`config.mk`:
```
export PLATFORM = sky130hd
export DESIGN_NAME = rfo_bank
export DESIGN_NICKNAME = d
export VERILOG_FILES = /design/src/rfo_pkg.sv /design/src/rfo_bank.sv
export VERILOG_INCLUDE_DIRS = /design/src /design/src/src
export SDC_FILE = /design/constraint.sdc
export NUM_CORES = 1
export LEC_CHECK = 0
export ABC_AREA = 1
export BUFFER_PORTS_ARGS = -buffer_cell sky130_fd_sc_hd__buf_2
export CAP_MARGIN = 15
export CELL_PAD_IN_SITES_DETAIL_PLACEMENT = 2
export CELL_PAD_IN_SITES_GLOBAL_PLACEMENT = 2
export CORE_ASPECT_RATIO = 0.6
export CORE_MARGIN = 5
export CORE_UTILIZATION = 25
export CTS_CLUSTER_SIZE = 14
export DETAILED_ROUTE_END_ITERATION = 10
export GPL_TIMING_DRIVEN = 0
export MAX_ROUTING_LAYER = met4
export PLACE_DENSITY_LB_ADDON = 0.3
export SLEW_MARGIN = 5
export SYNTH_ARGS = -nofsm -noshare
export SYNTH_HDL_FRONTEND = slang
export SYNTH_SLANG_ARGS = --single-unit
```
`constraint.sdc`:
```
create_clock -name CLK -period 2.1 [get_ports CLK]
set_input_delay 0.315 -clock CLK [delete_from_list [all_inputs] [get_ports CLK]]
set_output_delay 0.315 -clock CLK [all_outputs]
set_load 0.02 [all_outputs]
```
`src/rfo_consts.svh`:
```
// offsets, field positions, reset values and timing counts of the rx overhead bank
// assumes inclusion by the package and the bank module only
`ifndef RFO_CONSTS_SVH
`define RFO_CONSTS_SVH

`define RFO_ADDR_W 12
`define RFO_OFS_W 9
`define RFO_PORT_STRIDE 12'h200
`define RFO_PORTS 8

`define RFO_OFS_FEBC_HIGH 9'h05A
`define RFO_OFS_FEBC_LOW 9'h05B
`define RFO_OFS_CFG 9'h05E
`define RFO_OFS_CHAN_SEL 9'h05F
`define RFO_OFS_DS0_MON 9'h060
`define RFO_OFS_DATA_LINK 9'h062
`define RFO_OFS_BOC 9'h063
`define RFO_OFS_ALIGN 9'h064
`define RFO_OFS_NONALIGN 9'h065
`define RFO_OFS_SI_EVEN 9'h066
`define RFO_OFS_SI_ODD 9'h067
`define RFO_OFS_REMOTE_ALARM 9'h068
`define RFO_OFS_SPARE4 9'h069

`define RFO_CFG_E1_BIT 0
`define RFO_CFG_D4_BIT 1
`define RFO_CFG_CRC4_BIT 3

`define RFO_RESET_BYTE 8'h00
`define RFO_CSC_MAX 6'h3F
`define RFO_DS0_LAST_POS 3'h7
`define RFO_FDL_LAST_CNT 3'h7

`define RFO_CLK_MHZ 40
`define RFO_SRCH_TIME_US 8000
`define RFO_SRCH_CYCLES (`RFO_SRCH_TIME_US * `RFO_CLK_MHZ)

`endif

```
`src/rfo_pkg.sv`:
```
// types shared by the rx overhead bank and its surroundings
// assumes the constants header sits beside it
`default_nettype none
`include "rfo_consts.svh"

package rfo_pkg;

	// per-cycle capture strobes from the line-side receive framer
	typedef struct packed {
		logic [15:0] febc_count;
		logic bit_valid;
		logic bit_data;
		logic [4:0] chan;
		logic [2:0] bit_pos;
		logic fdl_valid;
		logic fdl_bit;
		logic mf_boundary;
		logic boc_valid;
		logic [5:0] boc_code;
		logic crc4_sync;
		logic crc4_hunt;
		logic cas_hunt;
		logic fas_hunt;
		logic frame_done;
		logic [3:0] frame_num;
		logic [7:0] ts0;
	} rfo_line_type;

	// host register port
	typedef struct packed {
		logic [`RFO_ADDR_W-1:0] addr;
		logic [7:0] wdata;
		logic wr;
		logic rd;
	} rfo_host_type;

endpackage : rfo_pkg

`default_nettype wire

```
`src/rfo_bank.sv`:
```
// receive overhead capture and status register bank for one framer port
// assumes line strobes and host strobes are synchronous to CLK and one cycle long
//
// The implementer's own choice: the address-and-strobe port.
`timescale 1ns/1ps
`default_nettype none
`include "rfo_consts.svh"

module rfo_bank
	import rfo_pkg::*;
#(
	parameter int PORT_NUM = 1,
	parameter int SRCH_CYCLES = `RFO_SRCH_CYCLES
) (
	input wire logic CLK,
	input wire logic RST_B,
	input wire logic CE,
	input wire rfo_host_type HOST,
	input wire rfo_line_type LINE,
	output logic [7:0] RDATA
);

	localparam int TMR_W = $clog2(SRCH_CYCLES + 1);
	localparam logic [TMR_W-1:0] TMR_LAST = TMR_W'(SRCH_CYCLES - 1);
	localparam logic [2:0] PORT_SEL = 3'(PORT_NUM - 1);

	logic port_hit;
	logic [`RFO_OFS_W-1:0] ofs;
	logic rd_en;
	logic wr_en;
	logic [3:0] cfg;
	logic mode_e1;
	logic mode_d4;
	logic crc4_en;
	logic [4:0] chan_sel;
	logic [15:0] febc;
	logic [7:0] ds0_shift;
	logic [7:0] ds0_mon;
	logic [7:0] fdl_shift;
	logic [2:0] fdl_cnt;
	logic [5:0] fs_shift;
	logic [7:0] data_link;
	logic [5:0] boc;
	logic [TMR_W-1:0] srch_tmr;
	logic srch_expire;
	logic csc_clear;
	logic [5:0] crc4_search_counter;
	logic [2:0] hunt;
	logic [7:0] sync_status;
	logic [7:0] align;
	logic [7:0] nonalign;
	logic [7:0] si_even;
	logic [7:0] si_odd;
	logic [7:0] remote_alarm;
	logic [7:0] spare4;
	logic e1_frame;
	logic [7:0] next_rdata;

	// port decode: upper address bits pick the port copy
	assign port_hit = (HOST.addr[`RFO_ADDR_W-1:`RFO_OFS_W] == PORT_SEL);
	assign ofs = HOST.addr[`RFO_OFS_W-1:0];
	assign rd_en = CE && HOST.rd && port_hit;
	assign wr_en = CE && HOST.wr && port_hit;
	assign mode_e1 = cfg[`RFO_CFG_E1_BIT];
	assign mode_d4 = cfg[`RFO_CFG_D4_BIT];
	assign crc4_en = cfg[`RFO_CFG_CRC4_BIT];

	// configuration and channel select are the only writable bytes
	always_ff @(posedge CLK or negedge RST_B) begin
		if (!RST_B) begin
			cfg <= 4'h0;
			chan_sel <= 5'h00;
		end else if (wr_en) begin
			if (ofs == `RFO_OFS_CFG) begin
				cfg <= HOST.wdata[3:0];
			end
			if (ofs == `RFO_OFS_CHAN_SEL) begin
				chan_sel <= HOST.wdata[4:0];
			end
		end
	end

	// far-end error B count snapshot
	always_ff @(posedge CLK or negedge RST_B) begin
		if (!RST_B) begin
			febc <= 16'h0000;
		end else if (CE) begin
			febc <= LINE.febc_count;
		end
	end

	// ds0 monitor: shift left so the first bit ends in bit 7
	always_ff @(posedge CLK or negedge RST_B) begin
		if (!RST_B) begin
			ds0_shift <= `RFO_RESET_BYTE;
			ds0_mon <= `RFO_RESET_BYTE;
		end else if (CE && LINE.bit_valid && LINE.chan == chan_sel) begin
			ds0_shift <= {ds0_shift[6:0], LINE.bit_data};
			if (LINE.bit_pos == `RFO_DS0_LAST_POS) begin
				ds0_mon <= {ds0_shift[6:0], LINE.bit_data};
			end
		end
	end

	// T1 data link: shift right so the first bit ends in bit 0
	always_ff @(posedge CLK or negedge RST_B) begin
		if (!RST_B) begin
			fdl_shift <= `RFO_RESET_BYTE;
			fdl_cnt <= 3'h0;
			fs_shift <= 6'h00;
			data_link <= `RFO_RESET_BYTE;
		end else if (CE && !mode_e1) begin
			if (mode_d4) begin
				if (LINE.fdl_valid) begin
					fs_shift <= {LINE.fdl_bit, fs_shift[5:1]};
				end
				if (LINE.mf_boundary) begin
					data_link <= {2'h0, fs_shift};
				end
			end else if (LINE.fdl_valid) begin
				fdl_shift <= {LINE.fdl_bit, fdl_shift[7:1]};
				fdl_cnt <= fdl_cnt + 3'h1;
				if (fdl_cnt == `RFO_FDL_LAST_CNT) begin
					data_link <= {LINE.fdl_bit, fdl_shift[7:1]};
				end
			end
		end
	end

	// last valid bit-oriented code
	always_ff @(posedge CLK or negedge RST_B) begin
		if (!RST_B) begin
			boc <= 6'h00;
		end else if (CE && LINE.boc_valid) begin
			boc <= LINE.boc_code;
		end
	end

	// 8 ms multiframe search timer
	assign srch_expire = mode_e1 && crc4_en && LINE.crc4_hunt && (srch_tmr == TMR_LAST);
	assign csc_clear = !crc4_en || LINE.crc4_sync;

	always_ff @(posedge CLK or negedge RST_B) begin
		if (!RST_B) begin
			srch_tmr <= '0;
		end else if (CE) begin
			if (!mode_e1 || !crc4_en || !LINE.crc4_hunt || srch_expire) begin
				srch_tmr <= '0;
			end else begin
				srch_tmr <= srch_tmr + TMR_W'(1);
			end
		end
	end

	// search counter: clear wins, then saturating count
	always_ff @(posedge CLK or negedge RST_B) begin
		if (!RST_B) begin
			crc4_search_counter <= 6'h00;
		end else if (CE) begin
			if (csc_clear) begin
				crc4_search_counter <= 6'h00;
			end else if (srch_expire && crc4_search_counter != `RFO_CSC_MAX) begin
				crc4_search_counter <= crc4_search_counter + 6'h01;
			end
		end
	end

	// hunt levels, not latched
	always_ff @(posedge CLK or negedge RST_B) begin
		if (!RST_B) begin
			hunt <= 3'h0;
		end else if (CE) begin
			hunt <= {LINE.crc4_hunt, LINE.cas_hunt, LINE.fas_hunt};
		end
	end

	assign sync_status = {crc4_search_counter[5:2], crc4_search_counter[0], hunt};

	// E1 time slot 0 capture
	assign e1_frame = CE && mode_e1 && LINE.frame_done;

	always_ff @(posedge CLK or negedge RST_B) begin
		if (!RST_B) begin
			align <= `RFO_RESET_BYTE;
			nonalign <= `RFO_RESET_BYTE;
		end else if (e1_frame) begin
			if (LINE.frame_num[0]) begin
				nonalign <= LINE.ts0;
			end else begin
				align <= LINE.ts0;
			end
		end
	end

	// per-frame bits: frame 2i or 2i+1 lands in bit i
	for (genvar i = 0; i < 8; i++) begin : g_mf_bit
		always_ff @(posedge CLK or negedge RST_B) begin
			if (!RST_B) begin
				si_even[i] <= 1'b0;
				si_odd[i] <= 1'b0;
				remote_alarm[i] <= 1'b0;
				spare4[i] <= 1'b0;
			end else if (e1_frame && LINE.frame_num[3:1] == 3'(i)) begin
				if (LINE.frame_num[0]) begin
					si_odd[i] <= LINE.ts0[7];
					remote_alarm[i] <= LINE.ts0[5];
					spare4[i] <= LINE.ts0[4];
				end else begin
					si_even[i] <= LINE.ts0[7];
				end
			end
		end
	end

	// read mux; unmapped offsets, and in T1 mode the align, nonalign and Si even offsets, read zero
	always_comb begin
		next_rdata = `RFO_RESET_BYTE;
		case (ofs)
			`RFO_OFS_FEBC_HIGH: next_rdata = febc[15:8];
			`RFO_OFS_FEBC_LOW: next_rdata = febc[7:0];
			`RFO_OFS_CFG: next_rdata = {4'h0, cfg};
			`RFO_OFS_CHAN_SEL: next_rdata = {3'h0, chan_sel};
			`RFO_OFS_DS0_MON: next_rdata = ds0_mon;
			`RFO_OFS_DATA_LINK: next_rdata = mode_e1 ? sync_status : data_link;
			`RFO_OFS_BOC: next_rdata = {2'h0, boc};
			`RFO_OFS_ALIGN: next_rdata = mode_e1 ? align : `RFO_RESET_BYTE;
			`RFO_OFS_NONALIGN: next_rdata = mode_e1 ? nonalign : `RFO_RESET_BYTE;
			`RFO_OFS_SI_EVEN: next_rdata = mode_e1 ? si_even : `RFO_RESET_BYTE;
			`RFO_OFS_SI_ODD: next_rdata = si_odd;
			`RFO_OFS_REMOTE_ALARM: next_rdata = remote_alarm;
			`RFO_OFS_SPARE4: next_rdata = spare4;
			default: next_rdata = `RFO_RESET_BYTE;
		endcase
	end

	// read data stands until the next cycle with CE high
	always_ff @(posedge CLK or negedge RST_B) begin
		if (!RST_B) begin
			RDATA <= `RFO_RESET_BYTE;
		end else if (CE) begin
			RDATA <= rd_en ? next_rdata : `RFO_RESET_BYTE;
		end
	end
endmodule : rfo_bank

`default_nettype wire

```
==> metrics.cfg <==
[clocking]
cts_sinks=154
cts_htree_levels=4
cts_tree=built
clock_latency_ns=0.45
clockRootBuffer=clkbuf_16
clk_pin_slew_ns=0.07
cts_buffer_depth=2
numCtsBuffers=17

[critical_path]
r2r_slack_ns=0.20
r2r_cells=12
arrival_ns=2.28
cp_slowest_stage_delay_ns=0.32
critical-path-top-delay-family=simple AND/OR/NAND/NOR gates
cp-start-kind=flop
worst-path-max-fanout=10
crit_slowest_cell=dfrtp_1
critPathKind=reg2reg
r2r_end=RDATA[3]$_DFFE_PN0P_
cp_num_buf_inv=3
worstPathCellList=buf_2, buf_2, nand2_1, nand2_1, nand4_1, nand2_1, inv_1, nand2_1, nor2_1, nand2_1, nand2_1, nand2_1
cp-end-kind=flop
r2r_start=cfg[0]$_DFFE_PN0P_
crit_cells=12
crit_required_ns=2.48
crit_top_cell=nand2_1

[global_routing]
grt_pass1_wl_mm=46.9
grt_pass1_vias=8012
grt_max_degree=99
grt.overflow.total=0
grt_usage=0.177
antenna_found_initial=0

[final_layout]
final_common_cell=nand2_1
num-nets-final=1228
drive_gt1_frac=0.154
design_area_um2=9630
largest_register_ffs=19
antenna_cells=0
final_cell_mix=nand2_1, dfrtp_1, inv_1, buf_2, nor2_1
area_growth_pct=21.1
largest_register=srch_tmr
stdcell_count=1573
largest_registers=srch_tmr: 19 flops, febc: 16 flops
fillers=3681

[timing]
finalSetupTns_ns=0
setup_viol=0
rsz0062_at_grt=no
fin_ws_ns=0.196
hold_viol_final=0
min_period_ns=1.90
fin_crit_sh=0.907
drv_slew=0
relSlewSlack=0.445
tightest_slew_ns=0.830
fmax_mhz=525
finClkSkew_ns=0.0105

[power_and_ir_drop]
total_power_uw=7630
leakagePower_uw=0.00480
ir_drop_v=0.000615
p_per_area_nw_per_um2=793

[route]
totalWireLength_mm=29.8
avgViaCountPerCell=4.76
drt.antenna.violating_nets=0
wl_per_cell_um=19.0
drc=0
drt_first_pass_iters=4
vias=7486
drt-initial-drc-count=420

[synth]
syn_nets=1123
yosys_warnings=0
syn_avg_cell_area_um2=7.64
ys_seq_area_frac=0.485
yosys.cell_types.count=40
syn-cell-area_um2=7950
ys_ff_latch=154
synth_flop_cell=dfrtp_1
synth_edf_count=0
syn_inst=1041
async_flop_share=1.00

[worst_hold_path]
hold_depth=3
holdCritStartpoint=LINE[47]
min_path_type=in2reg
min_to=febc[10]$_DFFE_PN0P_

[placement]
place_ws_ns=0.0349
numPortBuffers=80
placedCellCount=1538
gp_congestion=0.845
dp_hpwl_mm=23.0
place_area_um2=8910

[floorplanning]
core-area_um2=31300
die_w_um=240
io_pins=86
die_h_um=148
die-area_um2=35600
start_util=0.254
row_count=50

[run]
maxCapViolations=0

[status]
outcome=finished clean

cells in the mapped netlist, types with 3 or more instances:
library cell    n  share of area
inv_2           9         0.0042
nor3_1          9         0.0057
ha_1            4         0.0063
clkinv_1        4         0.0019
a31oi_1         5         0.0039
o21a_1          4         0.0038
o21ai_0        78          0.049
mux2_2          8          0.011
nor2_2          8         0.0063
nand2_1       353           0.17
a21oi_1        20          0.013
dfrtp_1       154           0.48
buf_2          11         0.0069
nand2_2         6         0.0047
o22ai_1         3         0.0024
buf_4           6         0.0057
and3_1          3         0.0024
xnor2_1         4         0.0044
nand3_1        44          0.028
xor2_1          8         0.0088
nor2_4          5         0.0071
o21ai_1         8         0.0050
nor2_1         93          0.044
clkbuf_1       14         0.0066
inv_1          92          0.043
nand4_1        70          0.055
timing repair:
item	CTS	global route
hold buffers	1	0
resized for setup	0	8
pin swaps	1	2
buffers inserted	2	2
endpoints found under the setup margin	5	23
endpoints found under the hold margin	56	0
routing by layer:
| layer | vias up | part of all wire | global-route usage |
|---|---|---|---|
| met4 | 0 | 0.0064 | 0.0272 |
| li1 | 3588 | - | - |
| met3 | 13 | 0.038 | 0.0395 |
| met1 | 3792 | 0.53 | 0.259 |
| met2 | 93 | 0.43 | 0.256 |
| met5 | - | 0 | - |
power breakdown:
| part | leakage (uW) | switching [uW] | internal (uW) |
|---|---|---|---|
| combinational | 0.00243 | 523 | 258 |
| clock | 0.000317 | 1310 | 2240 |
| sequential | 0.00206 | 137 | 3160 |
| total | 0.00480 | 1970 | 5660 |
how the worst max path moves through the flow:
stage / from / to / slack [ns]
2_1_floorplan: srch_tmr[0]$_DFFE_PN0P_ / srch_tmr[12]$_DFFE_PN0P_ / 0.54
3_3_place_gp: RST_B / febc[13]$_DFFE_PN0P_ / -1.89
3_5_place_dp: srch_tmr[1]$_DFFE_PN0P_ / srch_tmr[17]$_DFFE_PN0P_ / 0.03
4_1_cts: srch_tmr[1]$_DFFE_PN0P_ / srch_tmr[12]$_DFFE_PN0P_ / 0.08
5_1_grt: srch_tmr[1]$_DFFE_PN0P_ / srch_tmr[2]$_DFFE_PN0P_ / 0.05
6_report: cfg[0]$_DFFE_PN0P_ / RDATA[3]$_DFFE_PN0P_ / 0.20
kinds of logic after synthesis:
kind of cell | count (synthesis) | share of synthesized area
XOR/XNOR | 12 | 0.0132
multiplexers | 9 | 0.0127
AND/OR/NAND/NOR | 599 | 0.329
adder cells (fa/ha/maj) | 4 | 0.00629
buffers and inverters | 141 | 0.0733
flip-flops | 154 | 0.485
AO/OA/AOI/OAI | 122 | 0.0810
worst min-delay path: stages:
cell and delay (ns):
buf_2 0.07, nand2_1 0.04, nand2_1 0.05
metrics by stage:
stage,util,hold WS (ns)
floorplan,-,0.0194
global placement,0.284,0.454
detailed placement,0.285,0.285
CTS,0.306,0.0405
global route,0.308,0.0556
finish,0.308,0.0641
layout make-up:
class                   count  area [um2]  area share
clock buffers              21         450      0.0468
clock inverters             9         195      0.0203
repair buffers             86         490      0.0509
well taps                 416         520      0.0541
multi-input cells         746        3530       0.367
plain buffers              35         188      0.0195
flip-flops and latches    154        3850       0.400
inverters                 106         400      0.0416
(Power assumes the default switching activity.)
